==> config.mk <==
export PLATFORM = sky130hd
export DESIGN_NAME = servo_input_command_logic
export DESIGN_NICKNAME = d
export VERILOG_FILES = /design/src/servo_input_pkg.sv /design/src/servo_input_command_logic.sv /design/src/multiturn_hold_timer.sv
export SDC_FILE = /design/constraint.sdc
export NUM_CORES = 1
export LEC_CHECK = 0
export BUFFER_PORTS_ARGS = -buffer_cell sky130_fd_sc_hd__buf_4
export CAP_MARGIN = 20
export CORE_UTILIZATION = 55
export CTS_CLUSTER_DIAMETER = 80
export CTS_CLUSTER_SIZE = 10
export DETAILED_ROUTE_END_ITERATION = 7
export PLACE_DENSITY = 0.75
export SETUP_SLACK_MARGIN = 0.3
export SLEW_MARGIN = 20
export SYNTH_ARGS = -nofsm -noshare
export SYNTH_HDL_FRONTEND = slang
export SYNTH_SLANG_ARGS = --single-unit
==> constraint.sdc <==
create_clock -name clk_sys -period 11.7 [get_ports clk_sys]
set_clock_uncertainty 0.1 [all_clocks]
set_input_delay 1.17 -clock clk_sys [delete_from_list [all_inputs] [get_ports clk_sys]]
set_output_delay 1.17 -clock clk_sys [all_outputs]
set_load 0.03 [all_outputs]
==> src/servo_input_pkg.sv <==
// constants shared by the input-terminal command logic
// assumes a 100 MHz system clock and a 32-bit AXI4-Lite register bus
package servo_input_pkg;
    localparam int unsigned CLK_HZ          = 100_000_000;
    localparam int unsigned MT_HOLD_S       = 4;
    localparam int unsigned MT_HOLD_CYCLES  = MT_HOLD_S * CLK_HZ;

    localparam int          ADDR_W          = 8;
    localparam int          DATA_W          = 32;

    // register byte offsets
    localparam logic [7:0]  OFS_CTRL        = 8'h00;
    localparam logic [7:0]  OFS_SPEED1      = 8'h04;
    localparam logic [7:0]  OFS_SPEED2      = 8'h08;
    localparam logic [7:0]  OFS_SPEED3      = 8'h0C;
    localparam logic [7:0]  OFS_STATUS      = 8'h10;
    localparam logic [7:0]  OFS_POSERR      = 8'h14;
    localparam logic [7:0]  OFS_CAPA        = 8'h18;
    localparam logic [7:0]  OFS_CAPB        = 8'h1C;
    localparam logic [7:0]  OFS_IRQ_STAT    = 8'h20;
    localparam logic [7:0]  OFS_IRQ_CLR     = 8'h24;
    localparam logic [7:0]  OFS_IRQ_EN      = 8'h28;

    // control register: second-function selects per shared terminal, and the software loop mode in bit 7
    localparam int          CTRL_ALT_SPD0   = 0;
    localparam int          CTRL_ALT_SPD1   = 1;
    localparam int          CTRL_ALT_PROP   = 2;
    localparam int          CTRL_ALT_CLAMP  = 3;
    localparam int          CTRL_ALT_PEN    = 4;
    localparam int          CTRL_ALT_MODE   = 5;
    localparam int          CTRL_ALT_HOME   = 6;
    localparam int          CTRL_POS_MODE   = 7;
    localparam int          CTRL_W          = 8;
    localparam logic [7:0]  CTRL_RESET      = 8'h80;

    // status register fields
    localparam int          ST_ALARM        = 0;
    localparam int          ST_HOMING       = 1;
    localparam int          ST_GEAR_ALT     = 2;
    localparam int          ST_PROP_ONLY    = 3;
    localparam int          ST_GAIN_ALT     = 4;
    localparam int          ST_POS_MODE     = 5;
    localparam int          ST_STOP         = 6;
    localparam int          ST_STEP_LO      = 7;

    // interrupt bits
    localparam int          IRQ_FAULT       = 0;
    localparam int          IRQ_HOMED       = 1;
    localparam int          IRQ_MTCLR       = 2;
    localparam int          IRQ_CAPA        = 3;
    localparam int          IRQ_CAPB        = 4;
    localparam int          IRQ_W           = 5;

    localparam logic [1:0]  RESP_OKAY       = 2'h0;
    localparam logic [1:0]  RESP_SLVERR     = 2'h2;

    typedef enum logic {HOME_IDLE, HOME_SEEK} home_state_t;
endpackage

==> src/servo_input_command_logic.sv <==
// input-terminal command logic of a servo drive, with AXI4-Lite registers
// assumes terminal inputs already synchronous to clk_sys and debounced
//
// What this block does
// two speed-step inputs pick one of three preset speeds for speed control.
// both speed-step inputs off stops the motion.
// proportional-mode input makes the speed loop proportional only.
// zero-speed clamp forces the internal speed command to zero.
// the host drives home limit to mark the origin area during homing.
// homing start begins a homing operation in position mode.
// command pulses count only while pulse-train enable is on.
// position-error clear zeroes the position error counter.
// forward run drives the motor forward during multistage speed.
// forward run is the second function of the pulse-train enable terminal.
// gain switch selects alternate gains; second function of proportional terminal.
// gear select picks the second gear ratio and drops surplus pulses.
// multiturn clear acts only after a continuous 4 s hold.
// external fault input puts the device into alarm.
// after a fault, only alarm reset leaves the alarm.
// host removes the cause and servo enable before alarm reset.
// each probe edge, rising or falling, latches the motor position.
// probes are second functions of loop-type and home-start terminals.
// releasing multiturn clear early restarts the hold timer, clearing nothing.
//
// Added by the designer: the register offsets and the AXI4-Lite register port.
`timescale 1ns/100ps
`default_nettype none
module servo_input_command_logic
    import servo_input_pkg::*;
#(
    parameter int unsigned HoldCycles = MT_HOLD_CYCLES
) (
    input  wire logic              clk_sys,
    input  wire logic              resetn,
    // AXI4-Lite slave
    input  wire logic [ADDR_W-1:0] s_axi_awaddr,
    input  wire logic              s_axi_awvalid,
    output logic                   s_axi_awready,
    input  wire logic [DATA_W-1:0] s_axi_wdata,
    input  wire logic [3:0]        s_axi_wstrb,
    input  wire logic              s_axi_wvalid,
    output logic                   s_axi_wready,
    output logic [1:0]             s_axi_bresp,
    output logic                   s_axi_bvalid,
    input  wire logic              s_axi_bready,
    input  wire logic [ADDR_W-1:0] s_axi_araddr,
    input  wire logic              s_axi_arvalid,
    output logic                   s_axi_arready,
    output logic [DATA_W-1:0]      s_axi_rdata,
    output logic [1:0]             s_axi_rresp,
    output logic                   s_axi_rvalid,
    input  wire logic              s_axi_rready,
    // input terminals
    input  wire logic              speedStepBit0,
    input  wire logic              speedStepBit1,
    input  wire logic              proportionalModeSelect,
    input  wire logic              zeroSpeedClamp,
    input  wire logic              homeLimitInput,
    input  wire logic              homeSearchStart,
    input  wire logic              pulseTrainEnable,
    input  wire logic              positionErrorClear,
    input  wire logic              backwardRun,
    input  wire logic              alarmResetInput,
    input  wire logic              loopTypeSwitch,
    // position command pulses and feedback
    input  wire logic              cmdPulse,
    input  wire logic              cmdPulseDir,
    input  wire logic              fbPulse,
    input  wire logic              fbPulseDir,
    input  wire logic [31:0]       motorPosition,
    // drive commands
    output logic [31:0]            speedCmd,
    output logic                   motionStop,
    output logic                   runForward,
    output logic                   runBackward,
    output logic                   propOnly,
    output logic                   gainAlt,
    output logic                   gearAlt,
    output logic                   surplusClear,
    output logic                   multiturnClearPulse,
    output logic                   homingActive,
    output logic                   alarm,
    output logic                   irq
);
    logic [CTRL_W-1:0] ctrl_q;
    logic [31:0]       speed_q [3];
    logic [31:0]       posErr_q;
    logic [31:0]       capture_q [2];
    logic [IRQ_W-1:0]  irqStat_q;
    logic [IRQ_W-1:0]  irqEn_q;
    home_state_t       home_q;
    logic [6:0]        prev_q;
    logic [IRQ_W-1:0]  events;

    // terminal function routing
    logic spd0Fn, spd1Fn, gearFn, mtClrFn, propFn, gainFn, clampFn, faultFn;
    logic penFn, fwdFn, modeFn, homeFn, probeA, probeB, posMode;
    always_comb begin
        spd0Fn  = speedStepBit0 && !ctrl_q[CTRL_ALT_SPD0];
        gearFn  = speedStepBit0 && ctrl_q[CTRL_ALT_SPD0];
        spd1Fn  = speedStepBit1 && !ctrl_q[CTRL_ALT_SPD1];
        mtClrFn = speedStepBit1 && ctrl_q[CTRL_ALT_SPD1];
        propFn  = proportionalModeSelect && !ctrl_q[CTRL_ALT_PROP];
        gainFn  = proportionalModeSelect && ctrl_q[CTRL_ALT_PROP];
        clampFn = zeroSpeedClamp && !ctrl_q[CTRL_ALT_CLAMP];
        faultFn = zeroSpeedClamp && ctrl_q[CTRL_ALT_CLAMP];
        penFn   = pulseTrainEnable && !ctrl_q[CTRL_ALT_PEN];
        fwdFn   = pulseTrainEnable && ctrl_q[CTRL_ALT_PEN];
        modeFn  = loopTypeSwitch && !ctrl_q[CTRL_ALT_MODE];
        probeA  = loopTypeSwitch && ctrl_q[CTRL_ALT_MODE];
        homeFn  = homeSearchStart && !ctrl_q[CTRL_ALT_HOME];
        probeB  = homeSearchStart && ctrl_q[CTRL_ALT_HOME];
        // with the mode terminal reassigned the mode comes from software
        posMode = ctrl_q[CTRL_ALT_MODE] ? ctrl_q[CTRL_POS_MODE] : !modeFn;
    end

    always_ff @(posedge clk_sys or negedge resetn) begin
        if (!resetn) begin
            prev_q <= 7'h00;
        end else begin
            prev_q <= {alarmResetInput, probeB, probeA, homeLimitInput, homeFn, gearFn, faultFn};
        end
    end

    logic faultRise, gearRise, homeRise, limitRise, rstRise;
    logic [1:0] probeEdge;
    assign faultRise    = faultFn && !prev_q[0];
    assign gearRise     = gearFn && !prev_q[1];
    assign homeRise     = homeFn && !prev_q[2];
    assign limitRise    = homeLimitInput && !prev_q[3];
    assign probeEdge[0] = probeA ^ prev_q[4];
    assign probeEdge[1] = probeB ^ prev_q[5];
    assign rstRise      = alarmResetInput && !prev_q[6];

    // speed step, stop, direction and loop mode
    logic [1:0] step;
    assign step = {spd1Fn, spd0Fn};
    always_ff @(posedge clk_sys or negedge resetn) begin
        if (!resetn) begin
            speedCmd    <= 32'h0000_0000;
            motionStop  <= 1'b1;
            runForward  <= 1'b0;
            runBackward <= 1'b0;
            propOnly    <= 1'b0;
            gainAlt     <= 1'b0;
        end else begin
            motionStop  <= (step == 2'h0) || alarm;
            if (step == 2'h0 || clampFn || alarm) begin
                speedCmd <= 32'h0000_0000;
            end else begin
                speedCmd <= speed_q[2'(step - 2'h1)];
            end
            // forward wins if the host asserts both directions
            runForward  <= !posMode && fwdFn && step != 2'h0 && !alarm;
            runBackward <= !posMode && !fwdFn && backwardRun && ctrl_q[CTRL_ALT_PEN]
                           && step != 2'h0 && !alarm;
            propOnly    <= propFn;
            gainAlt     <= gainFn;
        end
    end

    // electronic gear select
    always_ff @(posedge clk_sys or negedge resetn) begin
        if (!resetn) begin
            gearAlt      <= 1'b0;
            surplusClear <= 1'b0;
        end else begin
            gearAlt      <= gearFn;
            surplusClear <= gearRise;
        end
    end

    // position error counter: commanded pulses minus feedback pulses
    logic [31:0] cmdDelta, fbDelta;
    assign cmdDelta = (penFn && posMode && cmdPulse) ? (cmdPulseDir ? 32'hFFFF_FFFF
                                                                    : 32'h0000_0001)
                                                     : 32'h0000_0000;
    assign fbDelta  = fbPulse ? (fbPulseDir ? 32'hFFFF_FFFF : 32'h0000_0001) : 32'h0000_0000;
    always_ff @(posedge clk_sys or negedge resetn) begin
        if (!resetn) begin
            posErr_q <= 32'h0000_0000;
        end else if (positionErrorClear) begin
            posErr_q <= 32'h0000_0000;
        end else begin
            posErr_q <= posErr_q + cmdDelta - fbDelta;
        end
    end

    // homing: started by the start input, ended when the home limit is reached
    always_ff @(posedge clk_sys or negedge resetn) begin
        if (!resetn) begin
            home_q <= HOME_IDLE;
        end else begin
            unique case (home_q)
                HOME_IDLE: begin
                    if (homeRise && posMode && !alarm) begin
                        home_q <= HOME_SEEK;
                    end
                end
                HOME_SEEK: begin
                    // leaving position mode or tripping aborts the search
                    if (limitRise || alarm || !posMode) begin
                        home_q <= HOME_IDLE;
                    end
                end
            endcase
        end
    end
    assign homingActive = (home_q == HOME_SEEK);

    // alarm: set wins over reset, so a held fault keeps the drive tripped
    always_ff @(posedge clk_sys or negedge resetn) begin
        if (!resetn) begin
            alarm <= 1'b0;
        end else if (faultFn) begin
            alarm <= 1'b1;
        end else if (rstRise) begin
            alarm <= 1'b0;
        end
    end

    multiturn_hold_timer #(
        .HoldCycles (HoldCycles)
    ) uHold (
        .clk_sys    (clk_sys),
        .resetn     (resetn),
        .holdIn     (mtClrFn),
        .clearPulse (multiturnClearPulse)
    );

    // probe captures
    for (genvar i = 0; i < 2; i++) begin : gCap
        always_ff @(posedge clk_sys or negedge resetn) begin
            if (!resetn) begin
                capture_q[i] <= 32'h0000_0000;
            end else if (probeEdge[i]) begin
                capture_q[i] <= motorPosition;
            end
        end
    end

    // interrupt status
    assign events = {probeEdge[1], probeEdge[0], multiturnClearPulse,
                     home_q == HOME_SEEK && limitRise, faultRise};
    assign irq    = |(irqStat_q & irqEn_q);

    // AXI4-Lite write path
    logic              awHeld_q, wHeld_q;
    logic [ADDR_W-1:0] awAddr_q;
    logic [DATA_W-1:0] wData_q;
    logic [3:0]        wStrb_q;
    logic              doWrite;
    assign s_axi_awready = !awHeld_q && !s_axi_bvalid;
    assign s_axi_wready  = !wHeld_q && !s_axi_bvalid;
    assign doWrite       = awHeld_q && wHeld_q;

    function automatic logic [31:0] mergeBytes(input logic [31:0] old,
                                               input logic [31:0] data,
                                               input logic [3:0]  strb);
        logic [31:0] r;
        r = old;
        for (int b = 0; b < 4; b++) begin
            if (strb[b]) begin
                r[8*b +: 8] = data[8*b +: 8];
            end
        end
        return r;
    endfunction

    function automatic logic known(input logic [ADDR_W-1:0] a);
        return a[1:0] == 2'h0 && a <= OFS_IRQ_EN;
    endfunction

    always_ff @(posedge clk_sys or negedge resetn) begin
        if (!resetn) begin
            awHeld_q     <= 1'b0;
            wHeld_q      <= 1'b0;
            awAddr_q     <= '0;
            wData_q      <= '0;
            wStrb_q      <= 4'h0;
            s_axi_bvalid <= 1'b0;
            s_axi_bresp  <= RESP_OKAY;
        end else begin
            if (s_axi_awvalid && s_axi_awready) begin
                awHeld_q <= 1'b1;
                awAddr_q <= s_axi_awaddr;
            end
            if (s_axi_wvalid && s_axi_wready) begin
                wHeld_q <= 1'b1;
                wData_q <= s_axi_wdata;
                wStrb_q <= s_axi_wstrb;
            end
            if (doWrite) begin
                awHeld_q     <= 1'b0;
                wHeld_q      <= 1'b0;
                s_axi_bvalid <= 1'b1;
                s_axi_bresp  <= known(awAddr_q) ? RESP_OKAY : RESP_SLVERR;
            end else if (s_axi_bvalid && s_axi_bready) begin
                s_axi_bvalid <= 1'b0;
            end
        end
    end

    always_ff @(posedge clk_sys or negedge resetn) begin
        if (!resetn) begin
            ctrl_q  <= CTRL_RESET;
            speed_q <= '{default: 32'h0000_0000};
            irqEn_q <= '0;
        end else if (doWrite) begin
            unique case (awAddr_q)
                OFS_CTRL:   ctrl_q     <= CTRL_W'(mergeBytes({24'h0, ctrl_q}, wData_q,
                                                             wStrb_q));
                OFS_SPEED1: speed_q[0] <= mergeBytes(speed_q[0], wData_q, wStrb_q);
                OFS_SPEED2: speed_q[1] <= mergeBytes(speed_q[1], wData_q, wStrb_q);
                OFS_SPEED3: speed_q[2] <= mergeBytes(speed_q[2], wData_q, wStrb_q);
                OFS_IRQ_EN: irqEn_q    <= wStrb_q[0] ? wData_q[IRQ_W-1:0] : irqEn_q;
                default: begin
                end
            endcase
        end
    end

    // new events win over a clear written in the same cycle
    always_ff @(posedge clk_sys or negedge resetn) begin
        if (!resetn) begin
            irqStat_q <= '0;
        end else if (doWrite && awAddr_q == OFS_IRQ_CLR && wStrb_q[0]) begin
            irqStat_q <= (irqStat_q & ~wData_q[IRQ_W-1:0]) | events;
        end else begin
            irqStat_q <= irqStat_q | events;
        end
    end

    // AXI4-Lite read path, answer one cycle after the address is taken
    logic [31:0] status;
    assign status = {23'h0, step, motionStop, posMode, gainAlt, propOnly,
                     gearAlt, homingActive, alarm};
    assign s_axi_arready = !s_axi_rvalid;
    always_ff @(posedge clk_sys or negedge resetn) begin
        if (!resetn) begin
            s_axi_rvalid <= 1'b0;
            s_axi_rdata  <= 32'h0000_0000;
            s_axi_rresp  <= RESP_OKAY;
        end else if (s_axi_arvalid && s_axi_arready) begin
            s_axi_rvalid <= 1'b1;
            s_axi_rresp  <= known(s_axi_araddr) ? RESP_OKAY : RESP_SLVERR;
            unique case (s_axi_araddr)
                OFS_CTRL:     s_axi_rdata <= {24'h0, ctrl_q};
                OFS_SPEED1:   s_axi_rdata <= speed_q[0];
                OFS_SPEED2:   s_axi_rdata <= speed_q[1];
                OFS_SPEED3:   s_axi_rdata <= speed_q[2];
                OFS_STATUS:   s_axi_rdata <= status;
                OFS_POSERR:   s_axi_rdata <= posErr_q;
                OFS_CAPA:     s_axi_rdata <= capture_q[0];
                OFS_CAPB:     s_axi_rdata <= capture_q[1];
                OFS_IRQ_STAT: s_axi_rdata <= {27'h0, irqStat_q};
                OFS_IRQ_EN:   s_axi_rdata <= {27'h0, irqEn_q};
                default:      s_axi_rdata <= 32'h0000_0000;
            endcase
        end else if (s_axi_rready) begin
            s_axi_rvalid <= 1'b0;
        end
    end

    a_stop_both_off: assert property (@(posedge clk_sys) disable iff (!resetn)
        !spd0Fn && !spd1Fn |=> motionStop && speedCmd == 32'h0000_0000)
        else $error("motion not stopped with both steps off");
    a_step_speed: assert property (@(posedge clk_sys) disable iff (!resetn)
        spd0Fn && spd1Fn && !clampFn && !alarm |=> speedCmd == $past(speed_q[2]))
        else $error("third step speed not applied");
    a_zero_clamp: assert property (@(posedge clk_sys) disable iff (!resetn)
        clampFn |=> speedCmd == 32'h0000_0000)
        else $error("clamp did not zero speed command");
    a_prop_gain: assert property (@(posedge clk_sys) disable iff (!resetn)
        proportionalModeSelect |=> propOnly != gainAlt)
        else $error("proportional terminal not routed to one function");
    a_pulse_gate: assert property (@(posedge clk_sys) disable iff (!resetn)
        !penFn && !fbPulse && !positionErrorClear |=> $stable(posErr_q))
        else $error("pulse counted while disabled");
    a_err_clear: assert property (@(posedge clk_sys) disable iff (!resetn)
        positionErrorClear |=> posErr_q == 32'h0000_0000)
        else $error("position error not cleared");
    a_gear_switch: assert property (@(posedge clk_sys) disable iff (!resetn)
        gearRise |=> gearAlt && surplusClear ##1 !surplusClear || gearRise)
        else $error("gear change without surplus clear pulse");
    a_fault_alarm: assert property (@(posedge clk_sys) disable iff (!resetn)
        faultFn |=> alarm ##1 motionStop && !runForward && !runBackward)
        else $error("fault did not trip");
    a_alarm_hold: assert property (@(posedge clk_sys) disable iff (!resetn)
        alarm && !rstRise |=> alarm)
        else $error("alarm left without reset");
    a_probe_latch: assert property (@(posedge clk_sys) disable iff (!resetn)
        probeEdge[0] |=> capture_q[0] == $past(motorPosition))
        else $error("probe edge did not capture position");
    a_homing_start: assert property (@(posedge clk_sys) disable iff (!resetn)
        home_q == HOME_IDLE && homeRise && posMode && !alarm |=> homingActive)
        else $error("homing not started");
endmodule
`default_nettype wire

==> src/multiturn_hold_timer.sv <==
// hold timer for the multiturn clear terminal
// assumes the input is already synchronous to clk_sys
`timescale 1ns/100ps
`default_nettype none
module multiturn_hold_timer
    import servo_input_pkg::*;
#(
    parameter int unsigned HoldCycles = MT_HOLD_CYCLES
) (
    input  wire logic clk_sys,
    input  wire logic resetn,
    input  wire logic holdIn,
    output logic      clearPulse
);
    logic [31:0] count_q;
    logic        done_q;

    // fires once per hold; releasing early restarts the count and clears nothing
    always_ff @(posedge clk_sys or negedge resetn) begin
        if (!resetn) begin
            count_q <= 32'h0000_0000;
            done_q  <= 1'b0;
        end else if (!holdIn) begin
            count_q <= 32'h0000_0000;
            done_q  <= 1'b0;
        end else if (!done_q) begin
            count_q <= count_q + 32'h0000_0001;
            done_q  <= (count_q + 32'h0000_0001 >= HoldCycles);
        end
    end

    always_ff @(posedge clk_sys or negedge resetn) begin
        if (!resetn) begin
            clearPulse <= 1'b0;
        end else begin
            clearPulse <= holdIn && !done_q && (count_q + 32'h0000_0001 >= HoldCycles);
        end
    end

    a_hold_restart: assert property (@(posedge clk_sys) disable iff (!resetn)
        !holdIn |=> (count_q == 32'h0000_0000) && !clearPulse)
        else $error("hold count not restarted on release");
    a_hold_length: assert property (@(posedge clk_sys) disable iff (!resetn)
        clearPulse |-> count_q >= HoldCycles)
        else $error("multiturn clear before hold time");
endmodule
`default_nettype wire

==> run metrics, run 1 <==
outcome finished clean; syn_area_per_cell 11.07 µm²; CTS resizes 0; Yosys cell types 68; Final Hold Viols 0; Hold Path Class register to register; CP cell instances buf_4 > inv_1 > mux2i_1 > nor3_1 > nand2_1 > buf_4 > fa_1 > fa_1 > nor2b_1 > o31ai_1 > a211o_1 > a21oi_1 > o21ai_0 > a21oi_1 > a31oi_1 > mux2_2; CTS clk-pin slew, worst paths 0.06 ns; Synth Register Bits 373; largest net degree at the start of global routing 176; routed wire length 47.69 mm; CP Class input port to register; PD cells 201.9 nW/µm²; cell area after layout 21,610 µm²; DP Wirelength 32.07 mm; synthesized area 18,540 µm²; vias in the first global route 13,740; worst-skew pair later-pin latency 0.54 ns; initial antenna violation count 1; # rows 66; max_cap viols 0; Cells after Synth 1,675; hold_buf cts 0; fin crit period 4.600 ns; Post-CTS Repair Setup Buffers 0; slew margin rel. 30.57%; setup TNS 0 ns; Period Utilization, post-route 39.31%; max incr delay on CP 0.56 ns; drt wl/cell 20.65 µm; ys async rst share 100.0%; clk buf depth 3; DRC 0; most frequent cells in the layout dfrtp_1, mux2_2, buf_4; Die Y 185.6 µm; cts bufs inserted 43; Core ar. 32,870 µm²; RSZ-0062 raised after global routing no; R2R depth 14; Area Overhead vs Synth 16.60%; DRT antenna net count 0; drt pass-1 iters 7; PortBufs 187; share of cells above drive strength 1 26.37%; Pleak 10.64 nW; Worst EP required 12.02 ns; Hold Slack 0.3390 ns; Die ar. 34,440 µm²; vias post-DR 13,830; GRT Overall Usage 28.31%; post-placement cell area 20,400 µm²; Post-Layout Cell Count 2,309; initial DRC count 1,449; final estimated routing congestion in global placement 0.9115; overall die width 185.6 µm; count of final setup violators 0; Starting Density 56.40%; Critical Path Start Type input port; Post-synth EDFFs 0; Main synth FF type dfrtp_1; Synth warnings 0; Slew Limit Fails 0; Worst Max-Slew Pin Slew 1.041 ns; fmax 0.2174 GHz; CTS tree done; flop2flop setup slack 7.36 ns; grt ovf 0; layout net count 2,019; WP data arrival 4.92 ns; maximum vdd ir drop 120.0 µV; # placed instances 2,244; Slowest-stage cell, CP fa_1; Crit Path Max Fanout 31; Ports 190; clock sink count 373; commonest non-fill, non-tap cell in the layout dfrtp_1; min setup slack post-route 7.100 ns; worst hold path depth 1; H-tree Lvls 2; register area share after synthesis 50.37%; Place WS 6.550 ns; CP Capture Type register; DR vias/cell 5.988; root buf cell clkbuf_16; global-route wire length before repair 75.33 mm
==> synthesized netlist by cell type (28+ instances only) <==
| master | n | area, µm² |
|---|---|---|
| a21oi_1 | 46 | 230.2 |
| a222oi_1 | 64 | 640.6 |
| a22o_1 | 33 | 289.0 |
| a22oi_1 | 37 | 277.8 |
| clkbuf_1 | 69 | 259.0 |
| dfrtp_1 | 371 | 9284 |
| fa_1 | 31 | 620.6 |
| ha_1 | 35 | 437.9 |
| inv_1 | 117 | 439.2 |
| mux2_2 | 214 | 2410 |
| nand2_1 | 183 | 686.9 |
| nand3_1 | 39 | 195.2 |
| nor2_1 | 145 | 544.3 |
| xnor2_1 | 28 | 245.2 |
| xor2_1 | 36 | 315.3 |
==> registers in the layout, summed over array words and instances (netlist names), 4 cells and up <==
signal and count:
speed_q 96, capture_q 64, posErr_q 32, s_axi_rdata 32, speedCmd 32, uHold.count_q 32
wData_q 32, awAddr_q 8, ctrl_q 8, prev_q 7, irqEn_q 5, irqStat_q 5
wStrb_q 4
==> logic make-up (layout without fill, tap and decap cells) <==
group	after synthesis	after routing	synth area share, %
simple gates	482	482	12.21
compound gates	276	276	11.39
other cells	1	3	0.02023
mux	219	219	13.29
buf+inv	194	384	3.989
flops	373	373	50.37
fa+ha+maj	66	66	5.710
xor+xnor	64	64	3.024
==> worst max-delay path, delay by kind of cell <==
kind | cells | cell delay [ns]
multiplexers | 2 | 0.57
adder cells (fa/ha/maj) | 2 | 1.01
buffers and inverters | 3 | 0.56
AND/OR/NAND/NOR | 3 | 0.43
AO/OA/AOI/OAI | 6 | 1.17
==> through the flow <==
stage                     utilization (%)  power [mW]
after floorplan                         -       2.789
after global placement              62.07       3.130
after detailed placement            62.07       3.175
after CTS                           65.76       4.380
after global routing                65.76       4.631
final                               65.76       4.364
==> routing by layer <==
layer / up-vias / part of all wire, % / track usage, %
li1: 6263 / - / -
met2: 533 / 46 / 43.73
met4: 0 / 2.6 / 8.984
met5: - / 0 / 0
met3: 88 / 7.4 / 4.363
met1: 6943 / 44 / 41.11
==> power breakdown <==
group	leakage (nW)	total, mW	switching [mW]	internal (mW)
sequential	5.00	1.83	0.251	1.58
combinational	5.06	1.34	0.713	0.627
clock	0.579	1.19	0.509	0.681
total	10.6	4.36	1.47	2.89
==> area by class of cell <==
cell class              count  area [µm²]
repair buffers            202        1536
well taps                 442       553.0
clock buffers              60        1150
diodes                      1       2.502
fillers                  2631       11250
flip-flops and latches    373        9336
multi-input cells        1109        8531
clock inverters             4       62.56
inverters                 118       442.9
==> final timing paths <==
kind / start / endpoint
hold / removal: prev_q[0] / irqStat_q[0]
min in group asynchronous: resetn / uHold.count_q[18]
setup reg to reg: ctrl_q[5] / posErr_q[30]
max in group asynchronous: resetn / speed_q[50]
setup / recovery: loopTypeSwitch / posErr_q[30]
hold reg to reg: prev_q[0] / irqStat_q[0]
No activity file was read; power rests on OpenSTA's default activity.
==> run 2: changes to the inputs <==
--- a/config.mk
+++ b/config.mk
@@ -7,11 +7,11 @@
 export LEC_CHECK = 0
 export BUFFER_PORTS_ARGS = -buffer_cell sky130_fd_sc_hd__buf_4
 export CAP_MARGIN = 20
-export CORE_UTILIZATION = 55
+export CORE_UTILIZATION = 54
 export CTS_CLUSTER_DIAMETER = 80
 export CTS_CLUSTER_SIZE = 10
 export DETAILED_ROUTE_END_ITERATION = 7
-export PLACE_DENSITY = 0.75
+export PLACE_DENSITY = 0.77
 export SETUP_SLACK_MARGIN = 0.3
 export SLEW_MARGIN = 20
 export SYNTH_ARGS = -nofsm -noshare
==> constraint.sdc (replaced) <==
create_clock -name clk_sys -period 3.9 [get_ports clk_sys]
set_clock_uncertainty 0.1 [all_clocks]
set_input_delay 0.39 -clock clk_sys [delete_from_list [all_inputs] [get_ports clk_sys]]
set_output_delay 0.39 -clock clk_sys [all_outputs]
set_load 0.03 [all_outputs]
==> run 2 against run 1 <==
The run now ends with design-rule violations left. Routed wire length rose by 9.8%. Final cell count is 4.7% higher. Core utilization up 3.2 points. Via count up 6.2%. Combinational power rose to 3.9 times the previous value. Register-to-register slack lost 7.3 ns. Global-route usage up 1.6 points. Highest routed layer unchanged.
==> run metrics, run 2 (same netlist as run 1, synthesis figures left out) <==
worst setup path start ctrl_q[7] (was loopTypeSwitch); RSZ-0062 raised after global routing yes (was no); post-layout util 68.93% (was 65.76%); Slew Limit Fails 0 (unchanged); Worst Path Buf+Inv 3 (unchanged); Slowest-stage cell, CP dfstp_2 (was fa_1); H-tree Lvls 2 (unchanged); Die ar. 35,070 µm² (was 34,440 µm²); DRT antenna net count 0 (unchanged); drt pass-1 iters 8 (was 7); Final Hold Viols 0 (unchanged); vias in the first global route 14,920 (was 13,740); initial antenna violation count 1 (unchanged); DR vias/cell 6.077 (was 5.988); overall die width 187.3 µm (was 185.6 µm); Core ar. 33,620 µm² (was 32,870 µm²); share of cells above drive strength 1 30.49% (was 26.37%); Hold Path Class input port to register (was register to register); root buf cell clkbuf_16 (unchanged); Starting Density 55.14% (was 56.40%); R2R Path End posErr_q[29] (was posErr_q[30]); maximum vdd ir drop 370.1 µV (was 120.0 µV); Crit. path cell count 16 (unchanged); # rows 67 (was 66); CP cell instances mux2i_4 > nor3_4 > nand2_4 > buf_4 > fa_1 > inv_1 > ha_4 > o21ai_4 > nor2_2 > o211ai_1 > nand4b_1 > buf_4 > a211oi_2 > o21bai_1 > xnor2_1 > nor2_1 (was buf_4 > inv_1 > mux2i_1 > nor3_1 > nand2_1 > buf_4 > fa_1 > fa_1 > nor2b_1 > o31ai_1 > a211o_1 > a21oi_1 > o21ai_0 > a21oi_1 > a31oi_1 > mux2_2); Crit Path Max Fanout 8 (was 31); clock sink count 373 (unchanged); grt ovf 0 (unchanged); DRC 14 (was 0); fmax 0.2619 GHz; Die Y 187.3 µm (was 185.6 µm); drt wl/cell 21.66 µm (was 20.65 µm); Worst EP required 4.19 ns (was 12.02 ns); Critical Path Start Type register (was input port); final estimated routing congestion in global placement 0.9610 (was 0.9115); WP data arrival 4.11 ns (was 4.92 ns); initial DRC count 1,648 (was 1,449); GRT Overall Usage 29.95% (was 28.31%); outcome finished, violations left (was finished clean); PortBufs 187 (unchanged); count of final setup violators 0 (unchanged); CP Capture Type register (unchanged); global-route wire length before repair 82.54 mm (was 75.33 mm); CP Class register to register (was input port to register); commonest non-fill, non-tap cell in the layout dfrtp_1 (unchanged); failing checks design-rule violations; CTS clk-pin slew, worst paths 0.05 ns (was 0.06 ns); max reg flops 96 (unchanged); Most Frequent Cell on Critical Path buf_4; flop2flop setup slack 0.08 ns (was 7.36 ns); biggest regs speed_q: 96 flops, capture_q: 64 flops (unchanged); vias post-DR 14,690 (was 13,830); crit-path leading delay family simple AND/OR/NAND/NOR gates (was compound AO/OA/AOI/OAI gates); CTS tree done (unchanged); Place WS 0.04093 ns (was 6.550 ns); layout net count 2,131 (was 2,019); Area Overhead vs Synth 25.01% (was 16.60%); FILL cells 2,371 (was 2,631); max incr delay on CP 0.57 ns (was 0.56 ns); most frequent cells in the layout dfrtp_1, buf_4, mux2_2 (was dfrtp_1, mux2_2, buf_4); max_cap viols 0 (unchanged); Worst Max-Slew Pin Slew 1.019 ns (was 1.041 ns); Pleak 11.23 nW (was 10.64 nW); cts bufs inserted 43 (unchanged); Period Utilization, post-route 97.91%; RR Startpoint ctrl_q[7] (was ctrl_q[5]); largest net degree at the start of global routing 116 (was 176); R2R depth 16 (was 14); slew margin rel. 32.05% (was 30.57%); fin crit period 3.818 ns; CP endpoint posErr_q[29] (was posErr_q[30]); routed wire length 52.35 mm (was 47.69 mm); Top reg by flops speed_q (unchanged); worst-skew pair later-pin latency 0.54 ns (about the same); Ports 190 (unchanged); DP Wirelength 34.93 mm (was 32.07 mm); PD cells 613.1 nW/µm² (was 201.9 nW/µm²); clk buf depth 3 (unchanged); min setup slack post-route 0.08165 ns (was 7.100 ns)
==> run 2: final cells by class <==
type                       count  area (µm²)  area share (%)
timing repair buffer         314        2626           11.33
sequential                   373        9338           40.30
inverter                     118       442.9           1.911
tap                          448       560.5           2.419
clock buffer                  51        1106           4.773
multi-input combinational   1109        9055           39.08
clock inverter                 3       41.29          0.1782
antenna                        1       2.502         0.01080
==> run 2: worst reg2reg max path: stages, from the launching register on <==
cell,delay (ns)
dfstp_2,0.57
mux2i_4,0.09
nor3_4,0.18
nand2_4,0.18
buf_4,0.19
fa_1,0.53
inv_1,0.06
ha_4,0.24
o21ai_4,0.17
nor2_2,0.10
o211ai_1,0.29
nand4b_1,0.28
buf_4,0.22
a211oi_2,0.17
o21bai_1,0.11
xnor2_1,0.14
nor2_1,0.06
==> run 2: what timing repair did <==
action,4_1_cts,5_1_grt
pin swaps,25,19
hold endpoints to repair,183,0
setup endpoints to repair,16,18
hold buffers,67,0
gates cloned,1,0
resized for setup,53,29
setup buffers,16,7
==> run 2: metal layers <==
| layer | wire length, µm | global-route usage, % |
|---|---|---|
| met1 | 22150 | 42.13 |
| met5 | 0 | 0 |
| met3 | 3913 | 4.203 |
| met2 | 24720 | 48.03 |
| met4 | 1563 | 9.868 |
==> run 2: how the worst min path moves through the flow <==
stage | from | end | depth (start not counted)
floorplan | resetn | alarm | 0
global placement | prev_q[0] | irqStat_q[0] | 1
detailed placement | prev_q[0] | irqStat_q[0] | 1
CTS | zeroSpeedClamp | prev_q[0] | 3
global route | motorPosition[30] | capture_q[62] | 2
finish | motorPosition[21] | capture_q[53] | 2
==> run 2: per-stage QoR <==
step / TNS (ns) / hold WS [ns] / total power, mW / std cells / cell area, µm²
after global placement: 0 / 0.3190 / 9.554 / 2271 / 20680
after floorplan: 0 / -0.005591 / 8.442 / 1676 / 18640
after CTS: 0 / 0.0007256 / 13.82 / 2409 / 22950
after detailed placement: 0 / 0.3383 / 9.721 / 2271 / 20680
after global routing: -0.2135 / 0.002543 / 14.96 / 2417 / 23170
final: 0 / 0.01460 / 14.21 / 2417 / 23170
==> run 2: power breakdown <==
part / switching (mW) / internal (mW)
sequential: 0.791 / 4.75
clock: 1.51 / 1.98
combinational: 2.66 / 2.52
==> run 3: changes to the inputs <==
--- a/config.mk
+++ b/config.mk
@@ -5,13 +5,14 @@
 export SDC_FILE = /design/constraint.sdc
 export NUM_CORES = 1
 export LEC_CHECK = 0
+export ABC_AREA = 1
 export BUFFER_PORTS_ARGS = -buffer_cell sky130_fd_sc_hd__buf_4
 export CAP_MARGIN = 20
 export CORE_UTILIZATION = 54
 export CTS_CLUSTER_DIAMETER = 80
 export CTS_CLUSTER_SIZE = 10
 export DETAILED_ROUTE_END_ITERATION = 7
-export PLACE_DENSITY = 0.77
+export PLACE_DENSITY = 0.75
 export SETUP_SLACK_MARGIN = 0.3
 export SLEW_MARGIN = 20
 export SYNTH_ARGS = -nofsm -noshare
==> run 3 against run 2 <==
The flow now finishes without violations. Worst setup slack better by 0.36 ns. Design area up 1.9%. Register-to-register slack better by 0.36 ns. Combinational power down 0.8%. Sequential share of layout area down 0.74 points. Maximum frequency up 10%. Worst hold slack better by 0.00051 ns. Critical endpoint is now posErr_q[25].
==> run metrics, run 3 <==
register area share after synthesis 48.87% (was 50.37%); Comb pwr share 37.2% (was 36.5%); Die ar. 36,130 µm² (was 35,070 µm²); post-synth top area share 48.60% (was 50.08%); Synth warnings 0 (unchanged); RR Startpoint ctrl_q[7] (unchanged); Seq pwr share 36.4% (was 39.0%); Yosys top cell by area dfrtp_1 (unchanged); biggest regs speed_q: 96 flops, capture_q: 64 flops (unchanged); root buf cell clkbuf_16 (unchanged); Yosys cell types 50 (was 68); Main synth FF type dfrtp_1 (unchanged); Synth area leaders dfrtp_1, nand2_1, o21ai_0 (was dfrtp_1, mux2_2, nand2_1); vias in the first global route 17,270 (was 14,920); PD cells 585.6 nW/µm² (was 613.1 nW/µm²); Hold Slack 0.01511 ns (was 0.01460 ns); worst hold path depth 3 (was 2); switching share of power 37.65% (was 34.89%); Slew Limit Fails 0 (unchanged); DR vias/cell 5.657 (was 6.077); final estimated routing congestion in global placement 0.9330 (was 0.9610); share of cells above drive strength 1 14.75% (was 30.49%); Die Y 190.1 µm (was 187.3 µm); slew margin rel. 24.33% (was 32.05%); worst setup path start ctrl_q[7] (unchanged); Area Overhead vs Synth 23.55% (was 25.01%); DRT antenna net count 0 (unchanged); PortBufs 187 (unchanged); # rows 68 (was 67); commonest non-fill, non-tap cell in the layout nand2_1 (was dfrtp_1); global-route wire length before repair 93.46 mm (was 82.54 mm); # diodes 0 (was 1); RSZ-0062 raised after global routing yes (unchanged); fmax 0.2889 GHz (was 0.2619 GHz); CTS clk-pin slew, worst paths 0.06 ns (was 0.05 ns); clk buf depth 3 (unchanged); Crit Path Max Fanout 9 (was 8); vias post-DR 17,530 (was 14,690); GRT Overall Usage 33.81% (was 29.95%); WP data arrival 3.82 ns (was 4.11 ns); initial DRC count 1,569 (was 1,648); routed wire length 59.72 mm (was 52.35 mm); maximum vdd ir drop 466.7 µV (was 370.1 µV); switching power of the nets 5.204 mW (was 4.958 mW); clock network fraction of total power 26.4% (was 24.6%); Post-synth EDFFs 0 (unchanged); Synth Register Bits 373 (unchanged); Critical Path Start Type register (unchanged); Final Hold Viols 0 (unchanged); Internal 8.617 mW (was 9.250 mW); drt pass-1 iters 6 (was 8); CP Capture Type register (unchanged); CTS tree done (unchanged); Top reg by flops speed_q (unchanged); fin crit period 3.461 ns (was 3.818 ns); grt ovf 0 (unchanged); hold path startpoint s_axi_wdata[2] (was motorPosition[21]); ys async rst share 100.0% (unchanged); post-layout util 67.99% (was 68.93%); layout net count 2,795 (was 2,131); Starting Density 55.03% (was 55.14%); Cells after Synth 2,354 (was 1,675); commonest cells in the netlist nand2_1, dfrtp_1, inv_1 (was dfrtp_1, mux2_2, nand2_1); R2R depth 16 (unchanged); DP Wirelength 41.21 mm (was 34.93 mm); drt wl/cell 19.27 µm (was 21.66 µm); max_cap viols 0 (unchanged); syn_area_per_cell 8.115 µm² (was 11.07 µm²); outcome finished clean (was finished, violations left); Core ar. 34,710 µm² (was 33,620 µm²); Hold Path Class input port to register (unchanged); clock sink count 373 (unchanged); DRC 0 (was 14); Ports 190 (unchanged); count leader, synth nand2_1 (was dfrtp_1); initial antenna violation count 0 (was 1); largest net degree at the start of global routing 109 (was 116); overall die width 190.1 µm (was 187.3 µm); worst-skew pair later-pin latency 0.58 ns (was 0.54 ns); most frequent cells in the layout nand2_1, dfrtp_1, inv_1 (was dfrtp_1, buf_4, mux2_2); max reg flops 96 (unchanged); Period Utilization, post-route 88.75% (was 97.91%); Worst Max-Slew Pin Slew 1.134 ns (was 1.019 ns); Worst EP required 4.25 ns (was 4.19 ns); synthesized area 19,100 µm² (was 18,540 µm²); count of final setup violators 0 (unchanged); cts bufs inserted 43 (unchanged); Pleak 11.33 nW (was 11.23 nW); H-tree Lvls 2 (unchanged); CP Class register to register (unchanged)
[run 3: timing repair]
item | in CTS | in global routing
resized for setup | 0 | 8
endpoints found under the setup margin | 0 | 7
buffers inserted | 0 | 4
hold buffers | 85 | 0
hold endpoints to repair | 219 | 0
[run 3: worst paths after layout]
kind                                  to  slack [ns]
max                         posErr_q[25]        0.44
min                           wData_q[2]        0.02
max reg2reg                 posErr_q[25]        0.44
min reg2reg                 irqStat_q[0]        0.34
max in group asynchronous  capture_q[10]        2.25
min in group asynchronous        wHeld_q        0.35
[run 3: critical path: stages (launching register included)]
cell	delay (ns)
dfstp_2	0.54
nand2_1	0.08
o21ai_4	0.10
nand4_1	0.17
clkbuf_16	0.23
buf_6	0.16
fa_1	0.49
inv_1	0.07
ha_4	0.26
a21oi_2	0.17
o21ai_1	0.14
a21oi_1	0.23
nor2_1	0.08
a211oi_2	0.28
nand2_1	0.09
nand2_1	0.07
nor2_1	0.05
[run 3: logic make-up (layout without fill, tap and decap cells)]
logic type                 after synthesis  count (layout)  synth area share (%)
AOI/OAI and AO/OA                      551             551                 15.88
other                                    1               2               0.01963
buffers and inverters                  409             698                 8.180
xor gates and xnor gates                13              13                0.5960
adders and majority gates               66              66                 5.541
muxes                                   25              25                 1.474
DFF                                    373             373                 48.87
and+or+nand+nor                        916             916                 19.43
[run 3: layout make-up]
cell class,count,area [µm²]
Timing Repair Buffer,302,2575
Clock inverter,3,32.53
Inverter,330,1239
Fill cell,2766,11110
Sequential cell,373,9336
Tap cell,455,569.3
Clock buffer,63,1182
Multi-Input combinational cell,1573,8667
[run 3: power by group through the flow]
stage	sequential, mW	combinational (mW)	clock (mW)
6_report	5.03	5.14	3.65
5_1_grt	5.10	5.73	3.86
4_1_cts	5.02	5.04	3.69
3_5_place_dp	5.08	4.94	0
3_3_place_gp	5.05	4.84	0
2_1_floorplan	5.02	3.53	0
[run 3: layer usage]
metal	GRT usage [%]	part of all wire, %	vias to the layer above
met5	0	0	-
met4	12.38	3.2	0
met1	46.93	42	8378
met3	7.803	10	140
met2	51.84	45	866
li1	-	-	8146
[run 3: stage by stage]
stage	cells	area (µm²)	setup slack [ns]	total power, mW	setup TNS (ns)
after floorplan	2355	19520	-0.6808	8.553	-13.64
after global placement	2943	21450	0.4771	9.891	0
after detailed placement	2943	21450	0.4213	10.02	0
after CTS	3094	23520	0.4451	13.75	0
after global routing	3099	23600	0.2218	14.69	0
final	3099	23600	0.4386	13.82	0
